===== config.mk =====
export PLATFORM = sky130hd
export DESIGN_NAME = rc_oscillator_self_tune
export DESIGN_NICKNAME = d
export VERILOG_FILES = /design/src/shared/selftrim_pkg.sv /design/src/shared/selftrim_if.sv /design/src/core/rc_oscillator_self_tune.sv /design/src/core/ref_edge_counter.sv
export VERILOG_INCLUDE_DIRS = /design/src /design/src/shared
export SDC_FILE = /design/constraint.sdc
export NUM_CORES = 1
export LEC_CHECK = 0
export BUFFER_PORTS_ARGS = -buffer_cell sky130_fd_sc_hd__clkbuf_2
export CAP_MARGIN = 5
export CORE_ASPECT_RATIO = 1.1
export CORE_MARGIN = 1
export CORE_UTILIZATION = 35
export CTS_BUF_LIST = sky130_fd_sc_hd__clkbuf_16
export CTS_CLUSTER_DIAMETER = 50
export DETAILED_ROUTE_END_ITERATION = 8
export SLEW_MARGIN = 15
export SYNTH_ARGS = -nofsm -noshare
export SYNTH_HDL_FRONTEND = slang
export SYNTH_SLANG_ARGS = --single-unit

===== constraint.sdc =====
create_clock -name clk -period 6 [get_ports clk]
set_input_delay 0.3 -clock clk [delete_from_list [all_inputs] [get_ports clk]]
set_output_delay 0.3 -clock clk [all_outputs]
set_load 0.05 [all_outputs]

===== src/shared/selftrim_defines.svh =====
`ifndef SELFTRIM_DEFINES_SVH
`define SELFTRIM_DEFINES_SVH

// oscillator trim register layout and reset value
`define TRIM_REG_RESET 16'h0000
`define BIT_ENABLE 15
`define BIT_SOURCE 12
`define BIT_LOCK 11
`define BIT_LOCK_POL 10
`define BIT_RANGE 9
`define BIT_RANGE_POL 8
`define TRIM_MSB 5
`define TRIM_LSB 0
`define TRIM_MAX 6'h1f
`define TRIM_MIN 6'h20

// frequencies and measurement windows
`define RC_NOMINAL_HZ 8000000
`define SECONDARY_REF_HZ 32768
`define SECONDARY_WINDOW 64
`define ALTERNATE_REF_HZ 2048000
`define ALTERNATE_WINDOW (`ALTERNATE_REF_HZ * `SECONDARY_WINDOW / `SECONDARY_REF_HZ)

// expected rc edges per window and tolerances in counts
`define NOMINAL_COUNT (`RC_NOMINAL_HZ / `SECONDARY_REF_HZ * `SECONDARY_WINDOW + \
  (`RC_NOMINAL_HZ % `SECONDARY_REF_HZ) * `SECONDARY_WINDOW / `SECONDARY_REF_HZ)
`define LOCK_TOL_PERMILLE 2
`define RANGE_TOL_PERMILLE 15
`define LOCK_TOL_COUNT (`NOMINAL_COUNT * `LOCK_TOL_PERMILLE / 1000)
`define RANGE_TOL_COUNT (`NOMINAL_COUNT * `RANGE_TOL_PERMILLE / 1000)
`define TRIM_DEADBAND 8

`endif


===== src/shared/selftrim_pkg.sv =====
package selftrim_pkg;

  typedef logic [15:0] count_t;
  typedef logic [12:0] window_t;
  typedef logic [5:0] trim_t;

  typedef enum logic [1:0] {
    ST_IDLE = 2'b00,
    ST_MEASURE = 2'b01,
    ST_ADJUST = 2'b10
  } state_t;

endpackage


===== src/shared/selftrim_if.sv =====
`timescale 1ns/1ps
`default_nettype none

interface selftrim_if;
  logic start;
  logic source_sel;
  logic done;
  selftrim_pkg::count_t count;

  modport meter (
    input start,
    input source_sel,
    output done,
    output count
  );

  modport ctrl (
    output start,
    output source_sel,
    input done,
    input count
  );
endinterface

`default_nettype wire


===== src/core/rc_oscillator_self_tune.sv =====
// Overview of operation
// RULE_01 - enable bit 15 runs loop, clear idles
// RULE_02 - source bit 0 selects secondary crystal reference
// RULE_03 - corrections only through trim bits 5:0
// RULE_04 - hold rc near 8 MHz against reference
// RULE_05 - measure and adjust continuously while enabled
// RULE_06 - software trim writes ignored while active
// RULE_07 - drift beyond 0.2% loses lock
// RULE_08 - deviation beyond 1.5% flags out of range
// RULE_09 - lock in bit 11, range in 9
// RULE_10 - bits 10 and 8 pick irq polarity
// RULE_11 - software reads both status bits after irq
// RULE_12 - software ignores polarity bits when disabled
// RULE_13 - software keeps secondary crystal enabled when selected
// RULE_14 - irq flag sets on rise, held till cleared
// RULE_15 - source bit 1 selects alternate on-chip reference
`timescale 1ns/1ps
`default_nettype none
`include "selftrim_defines.svh"

module rc_oscillator_self_tune (
  input wire logic clk,
  input wire logic rst,
  input wire logic rc_osc_in,
  input wire logic ref_secondary_in,
  input wire logic ref_alternate_in,
  input wire logic trim_wr,
  input wire logic [15:0] trim_wdata,
  input wire logic irq_clear,
  output logic [15:0] trim_reg,
  output logic [5:0] trim_value,
  output logic selftrim_irq_flag,
  output logic loop_active
);

  // absolute value of a signed deviation
  function automatic logic [16:0] abs_dev(input logic signed [16:0] d);
    abs_dev = d[16] ? 17'(-d) : d;
  endfunction

  selftrim_if meas_if ();

  selftrim_pkg::state_t state;
  selftrim_pkg::state_t next_state;

  logic selftrim_enable;
  logic reference_source_select;
  logic lock_irq_polarity;
  logic range_irq_polarity;
  logic lock_status;
  logic range_fault_status;
  selftrim_pkg::trim_t trim;
  logic irq_cond_prev;
  logic irq_flag;
  wire [15:0] reset_image = `TRIM_REG_RESET;

  ref_edge_counter meter (
    .clk(clk),
    .rst(rst),
    .rc_osc_in(rc_osc_in),
    .ref_secondary_in(ref_secondary_in),
    .ref_alternate_in(ref_alternate_in),
    .meas(meas_if.meter)
  );

  // measurement runs only while enabled and the source is steady
  logic source_seen;
  wire source_changed = (source_seen != reference_source_select);
  assign meas_if.start = (state != selftrim_pkg::ST_IDLE) & ~source_changed; // RULE_01
  assign meas_if.source_sel = reference_source_select; // RULE_02 RULE_15

  always_ff @(posedge clk) begin
    if (rst) begin
      source_seen <= 1'b0;
    end else begin
      source_seen <= reference_source_select;
    end
  end

  // deviation of the measured count from nominal
  wire [16:0] nominal = 17'(`NOMINAL_COUNT);
  wire signed [16:0] deviation = $signed({1'b0, meas_if.count}) - $signed(nominal); // RULE_04
  wire [16:0] dev_mag = abs_dev(deviation);
  wire locked_now = (dev_mag <= 17'(`LOCK_TOL_COUNT)); // RULE_07
  wire out_of_range_now = (dev_mag > 17'(`RANGE_TOL_COUNT)); // RULE_08
  wire too_fast = ~deviation[16] & (dev_mag > 17'(`TRIM_DEADBAND));
  wire too_slow = deviation[16] & (dev_mag > 17'(`TRIM_DEADBAND));
  wire at_max = (trim == `TRIM_MAX);
  wire at_min = (trim == `TRIM_MIN);

  // next trim step, saturating in signed six-bit range
  selftrim_pkg::trim_t trim_step;
  assign trim_step = (too_fast && !at_min) ? trim - 6'h01 :
                     (too_slow && !at_max) ? trim + 6'h01 : trim; // RULE_03

  always_comb begin
    next_state = state;
    unique case (state)
      selftrim_pkg::ST_IDLE: begin
        if (selftrim_enable) begin
          next_state = selftrim_pkg::ST_MEASURE;
        end
      end
      selftrim_pkg::ST_MEASURE: begin
        if (!selftrim_enable) begin
          next_state = selftrim_pkg::ST_IDLE;
        end else if (meas_if.done) begin
          next_state = selftrim_pkg::ST_ADJUST;
        end
      end
      selftrim_pkg::ST_ADJUST: begin
        next_state = selftrim_enable ? selftrim_pkg::ST_MEASURE : selftrim_pkg::ST_IDLE; // RULE_05
      end
      default: begin
        next_state = selftrim_pkg::ST_IDLE;
      end
    endcase
  end

  always_ff @(posedge clk) begin
    if (rst) begin
      state <= selftrim_pkg::ST_IDLE;
    end else begin
      state <= next_state;
    end
  end

  // control bits written by software
  always_ff @(posedge clk) begin
    if (rst) begin
      selftrim_enable <= reset_image[`BIT_ENABLE];
      reference_source_select <= 1'b0;
      lock_irq_polarity <= 1'b0;
      range_irq_polarity <= 1'b0;
    end else if (trim_wr) begin
      selftrim_enable <= trim_wdata[`BIT_ENABLE]; // RULE_01
      reference_source_select <= trim_wdata[`BIT_SOURCE];
      lock_irq_polarity <= trim_wdata[`BIT_LOCK_POL];
      range_irq_polarity <= trim_wdata[`BIT_RANGE_POL];
    end
  end

  wire adjust_now = (state == selftrim_pkg::ST_ADJUST) & selftrim_enable;

  // trim field: hardware owns it while the loop is active
  always_ff @(posedge clk) begin
    if (rst) begin
      trim <= 6'h00;
    end else if (adjust_now) begin
      trim <= trim_step; // RULE_03 RULE_05
    end else if (trim_wr && !selftrim_enable) begin
      trim <= trim_wdata[`TRIM_MSB:`TRIM_LSB]; // RULE_06
    end
  end

  // status follows each completed measurement
  always_ff @(posedge clk) begin
    if (rst || !selftrim_enable) begin
      lock_status <= 1'b0;
      range_fault_status <= 1'b0;
    end else if (adjust_now) begin
      lock_status <= locked_now; // RULE_09
      range_fault_status <= out_of_range_now; // RULE_09
    end
  end

  // polarity-qualified conditions, edge triggered sticky flag
  wire lock_cond = lock_irq_polarity ? lock_status : ~lock_status; // RULE_10
  wire range_cond = range_irq_polarity ? range_fault_status : ~range_fault_status; // RULE_10
  wire irq_cond = selftrim_enable & (state != selftrim_pkg::ST_IDLE) & (lock_cond | range_cond);
  wire irq_rise = irq_cond & ~irq_cond_prev;

  always_ff @(posedge clk) begin
    if (rst) begin
      irq_cond_prev <= 1'b0;
      irq_flag <= 1'b0;
    end else begin
      irq_cond_prev <= irq_cond;
      if (irq_rise) begin
        irq_flag <= 1'b1; // RULE_14
      end else if (irq_clear) begin
        irq_flag <= 1'b0;
      end
    end
  end

  // register image for software reads
  always_comb begin
    trim_reg = 16'h0000;
    trim_reg[`BIT_ENABLE] = selftrim_enable;
    trim_reg[`BIT_SOURCE] = reference_source_select;
    trim_reg[`BIT_LOCK] = lock_status;
    trim_reg[`BIT_LOCK_POL] = lock_irq_polarity;
    trim_reg[`BIT_RANGE] = range_fault_status;
    trim_reg[`BIT_RANGE_POL] = range_irq_polarity;
    trim_reg[`TRIM_MSB:`TRIM_LSB] = trim;
  end

  assign trim_value = trim;
  assign selftrim_irq_flag = irq_flag;
  assign loop_active = (state != selftrim_pkg::ST_IDLE);

endmodule

`default_nettype wire


===== src/core/ref_edge_counter.sv =====
`timescale 1ns/1ps
`default_nettype none
`include "selftrim_defines.svh"

// counts rc oscillator edges across a fixed number of reference periods
module ref_edge_counter (
  input wire logic clk,
  input wire logic rst,
  input wire logic rc_osc_in,
  input wire logic ref_secondary_in,
  input wire logic ref_alternate_in,
  selftrim_if.meter meas
);

  logic rc_prev;
  logic ref_prev;
  logic armed;
  selftrim_pkg::window_t periods;
  selftrim_pkg::count_t edges;
  logic done;
  selftrim_pkg::count_t count;

  wire ref_sel = meas.source_sel ? ref_alternate_in : ref_secondary_in;
  wire ref_rise = ref_sel & ~ref_prev;
  wire rc_rise = rc_osc_in & ~rc_prev;
  wire selftrim_pkg::window_t window_len = meas.source_sel
    ? 13'(`ALTERNATE_WINDOW) : 13'(`SECONDARY_WINDOW);
  wire window_end = armed & ref_rise & (periods == window_len - 13'h0001);
  wire edges_full = (edges == 16'hffff);

  always_ff @(posedge clk) begin
    rc_prev <= rc_osc_in;
    ref_prev <= ref_sel;
    if (rst || !meas.start) begin
      armed <= 1'b0;
      periods <= 13'h0000;
      edges <= 16'h0000;
      done <= 1'b0;
    end else begin
      done <= window_end;
      if (ref_rise) begin
        armed <= 1'b1;
        periods <= window_end ? 13'h0000 : (armed ? periods + 13'h0001 : 13'h0000);
      end
      // edges accumulate over the whole window, cleared when a window opens and while start is low
      if (ref_rise && (window_end || !armed)) begin
        edges <= 16'h0000;
      end else if (armed && rc_rise && !edges_full) begin
        edges <= edges + 16'h0001;
      end
    end
  end

  always_ff @(posedge clk) begin
    if (rst) begin
      count <= 16'h0000;
    end else if (window_end) begin
      count <= edges;
    end
  end

  assign meas.done = done;
  assign meas.count = count;

endmodule

`default_nettype wire


==> flow_results.org <==
** Place
- During placement, the flow inserted port buffers numbering 36.
- At the placement stage, the worst setup path has a slack of 0.802 ns.
- Final HPWL from detailed placement :: around 6.8 mm
- Once placement completed, the tool counted placed cells totaling 681.
- At the end of routability-driven placement, the weighted congestion stood at approximately 0.87.

** Finish
- 0 antenna diodes ended up in the layout.
- After the flow finishes, the layout carries non-filler instances totaling between 600 and 700.
- Net count, final :: 575
- The area growth from synthesis to layout is 10.8%.
- Counting the fill cells in the layout gives approximately 1200.
- Sequential cell area :: 1320 um^2
- Total area of multi-input combinational cells :: ~2600 um^2
- Proportion of layout cells with a drive suffix above 1 :: approximately 13%
- At the end of the flow the core is filled with cells to 40.3%.

** Setup path
- Required time reported for the critical path endpoint :: 6.22 ns
- Setup crit end kind :: flop
- The critical path in this run is classified as reg2reg.
- Data arrives at the worst endpoint at between 5 and 6 ns.
- Biggest cell delay along the critical path :: 0.62 ns
- STA classifies the critical path startpoint as a flop.
- Minimum setup slack among reg-to-reg paths :: ~0.75 ns
- Cells along the critical path :: inv_1 > ha_1 > nand2b_1 > a21oi_1 > xnor2_1 > a211oi_2 > mux2_2 > o32ai_1 > nand4_2 > nand2_1 > inv_1 > ha_1 > a21o_1 > a21oi_1 > nor2b_1 > o21ai_0 > nand2b_1 > a21o_1 > a32o_1 > a32o_1
- Along the worst path, the maximum fanout reaches 16.
- Master of the slowest instance on the critical path :: sky130_fd_sc_hd__dfxtp_1

** Clocking
- The tree is rooted in a sky130_fd_sc_hd__clkbuf_16.
- TritonCTS created 9 clock buffers.
- After clock tree synthesis, the repair step resized 0 gates.
- CTS H-tree depth :: 3
- CTS Buffer Depth :: 2
- Number of clock sinks :: between 60 and 70
- In this run the post-CTS setup repair buffer count came out at 0.
- Clock transition at path regs :: about 0.060 ns
- Source-to-sink clock delay at the later pin of the worst-skew pair :: approximately 0.33 ns
- The number of hold buffers added after CTS was 0.
- Clock tree from TritonCTS :: yes

** Yosys
- The most used flip-flop cell after synthesis is sky130_fd_sc_hd__dfxtp_1.
- In this run, synthesis produced a sequential element count of between 60 and 70.
- Count of yosys warnings during synthesis :: 0
- Average size of a mapped cell :: 7.88 um^2
- Cell type with the highest aggregate area in the netlist :: sky130_fd_sc_hd__dfxtp_1
- In the synthesized netlist, the cells that appear most often are 66 x sky130_fd_sc_hd__dfxtp_1, 65 x sky130_fd_sc_hd__nand2_1, 58 x sky130_fd_sc_hd__nor2_1, 38 x sky130_fd_sc_hd__a21oi_1, 25 x sky130_fd_sc_hd__xor2_1.
- Library cells used by synthesis :: 73
- In this run the cell area of the synthesized design comes to 4230 um^2.
- Sorting the synthesized cells by area gives the leading types as sky130_fd_sc_hd__dfxtp_1 31%, sky130_fd_sc_hd__nand2_1 5.8%, sky130_fd_sc_hd__xor2_1 5.2%.
- Cell count after synthesis :: around 540
- Number of enable-type register cells in the synthesized netlist :: 0
- Count leader, synth :: sky130_fd_sc_hd__dfxtp_1
- Share of the yosys chip area belonging to registers :: around 31%
- Of all flip-flops after synthesis, the portion carrying an async set or reset was 0%.
- Summed over its instances, the top area cell type makes up a little under a third of the synthesized netlist area.

** Detailed routing
- Post-route ant nets :: 0
- DRC :: 0
- The final route contains around 3700 vias.
- Dividing the detail-routed wire length by the instance count gives roughly 13 um.
- The detailed router finished its first iteration with between 150 and 200 violations.
- DRT Wirelength :: just over 9 mm
- Via density per instance :: 5.28
- The first detailed-routing pass ran for 4 iterations.

** Floorplanning
- The floorplan step defined a core boundary enclosing 11600 um^2.
- DIE WIDTH :: between 100 and 150 um
- Row cnt :: 41
- The initial utilization of the core area, before any placement, comes to a little over a third.
- From bottom edge to top edge, the die measures ~120 um.
- In this run the count of I/O pins placed on the die edge is 47.
- The die covers between 10000 and 15000 um^2.

** GRT
- Global routing finished with a remaining overflow of 0.
- Global-route wire length before repair :: 15.6 mm
- The number of global-route vias before repair was 3435.
- Entering global routing, the biggest net connects 30 pins.
- Total global-route track usage :: between 10% and 20%
- The number of antenna violations at the first check in global routing is 0.

** Pwr
- Summed over all cells, the static leakage comes to ~1.7 nW.
- Power comes to 0.00109 W.
- The worst-case IR drop observed on VDD is roughly 0.14 mV.
- Ratio of total power to cell area :: approximately 230 nW/um^2

** STA
- The count of pins over their slew limit came to 0.
- The clock arrives with ~0.0053 ns of skew.
- Setup violations remaining at the end of the flow were counted as 0.
- Setup repair after global routing left no endpoint under its margin.
- After layout, the worst path uses roughly 88% of the clock period.
- For the pin with the worst max-slew slack, the measured transition is about 0.94 ns.
- Final setup slack of the worst path :: around 0.75 ns
- The final-report hold violation count came to 0.
- Sum of negative setup slack :: 0 ns
- Subtracting the final worst setup slack from the clock period gives around 5.3 ns.
- Maximum frequency from static timing analysis :: approximately 190 MHz
- The worst pin sits at a relative slew slack of a little under two fifths.

** Run
- Max-cap violations in this run came to 0.

** Run status
- Result of the run :: completed

** Worst hold path
- The path class of the tightest hold or removal check is in2reg.
[registers in the layout, indices dropped and copies added, names as in the netlist]
name / cells
trim_value: 6
irq_cond_prev: 1
meter.meas.done: 1
lock_irq_polarity: 1
meter.periods: 13
state: 2
meas_if.source_sel: 1
selftrim_irq_flag: 1
meter.edges: 16
lock_status: 1
range_fault_status: 1
meter.meas.count: 16
meter.rc_prev: 1
source_seen: 1
range_irq_polarity: 1
meter.armed: 1
meter.ref_prev: 1
selftrim_enable: 1
[cell type report]
class	count	share of cell area [%]
clock buffer	9	4.80
clock inverter	7	2.00
inverter	19	1.52
multi-input combinational	409	55.5
sequential	66	28.2
tap	150	4.00
timing repair buffer	37	4.00
[placed cells by master (no fill, tap or decap), types with 3 or more instances in the layout]
cell,count
sky130_fd_sc_hd__nor2_1,58
sky130_fd_sc_hd__a21oi_1,38
sky130_fd_sc_hd__dfxtp_1,66
sky130_fd_sc_hd__ha_1,9
sky130_fd_sc_hd__mux2i_1,7
sky130_fd_sc_hd__or3_1,9
sky130_fd_sc_hd__nor3_1,22
sky130_fd_sc_hd__clkbuf_16,9
sky130_fd_sc_hd__nand4_1,13
sky130_fd_sc_hd__nand2b_1,7
sky130_fd_sc_hd__clkbuf_2,36
sky130_fd_sc_hd__nand3_1,8
sky130_fd_sc_hd__or2_2,3
sky130_fd_sc_hd__nand2_1,65
sky130_fd_sc_hd__and3_1,8
sky130_fd_sc_hd__a211oi_1,9
sky130_fd_sc_hd__o32ai_1,3
sky130_fd_sc_hd__conb_1,4
sky130_fd_sc_hd__o21ai_2,3
sky130_fd_sc_hd__o21a_1,3
sky130_fd_sc_hd__a21o_1,5
sky130_fd_sc_hd__o31ai_1,3
sky130_fd_sc_hd__and2_1,3
sky130_fd_sc_hd__xor2_1,25
sky130_fd_sc_hd__nor2b_1,7
sky130_fd_sc_hd__o21ai_0,15
sky130_fd_sc_hd__inv_1,20
sky130_fd_sc_hd__xnor2_1,21
sky130_fd_sc_hd__nor4_1,5
[path summary, 6_finish.rpt]
kind                  startpoint            end  cells after the start
max          meter.meas.count[0]  trim_value[5]                     20
max reg2reg  meter.meas.count[0]  trim_value[5]                     20
min reg2reg      meter.meas.done       state[1]                      2
min                    rc_osc_in  meter.rc_prev                      1
[worst max-delay path: cells and delay by family (launching register included)]
family / cells / cell delay (ns)
AOI/OAI and AO/OA: 9 / 2.09
and+or+nand+nor: 5 / 0.96
adders and majority gates: 2 / 0.65
DFF: 1 / 0.62
muxes: 1 / 0.38
xor gates and xnor gates: 1 / 0.24
buffers and inverters: 2 / 0.19
[power breakdown]
group	switching, W	total [W]	internal (W)
combinational	0.0000553	0.0000758	0.0000205
clock	0.000198	0.000562	0.000363
sequential	0.00000780	0.000453	0.000445
[cells by family (layout without fill, tap and decap cells)]
group,count (synthesis),after routing,share of synthesized area (%)
other,1,4,0.0886
xor gates and xnor gates,46,46,9.52
adders and majority gates,10,10,3.13
and+or+nand+nor,219,219,24.9
DFF,66,66,31.2
buffers and inverters,65,72,7.60
muxes,10,10,2.45
AOI/OAI and AO/OA,120,120,21.1
[per-stage QoR]
stage	instance area [um^2]	hold WS (ns)
after floorplan	4240	0.328
after global placement	4370	0.429
after detailed placement	4370	0.438
after CTS	4690	0.0903
after global routing	4690	0.0924
final	4690	0.100
[metal layers]
layer | vias up | global-route usage (%) | part of all wire [%]
met2 | 53 | 25.5 | 49
met5 | - | 0 | 0
met1 | 1715 | 18.7 | 47
met4 | 0 | 5.31 | 1.1
met3 | 9 | 3.45 | 2.6
li1 | 1905 | - | -
No activity file was read; power rests on OpenSTA's default activity.
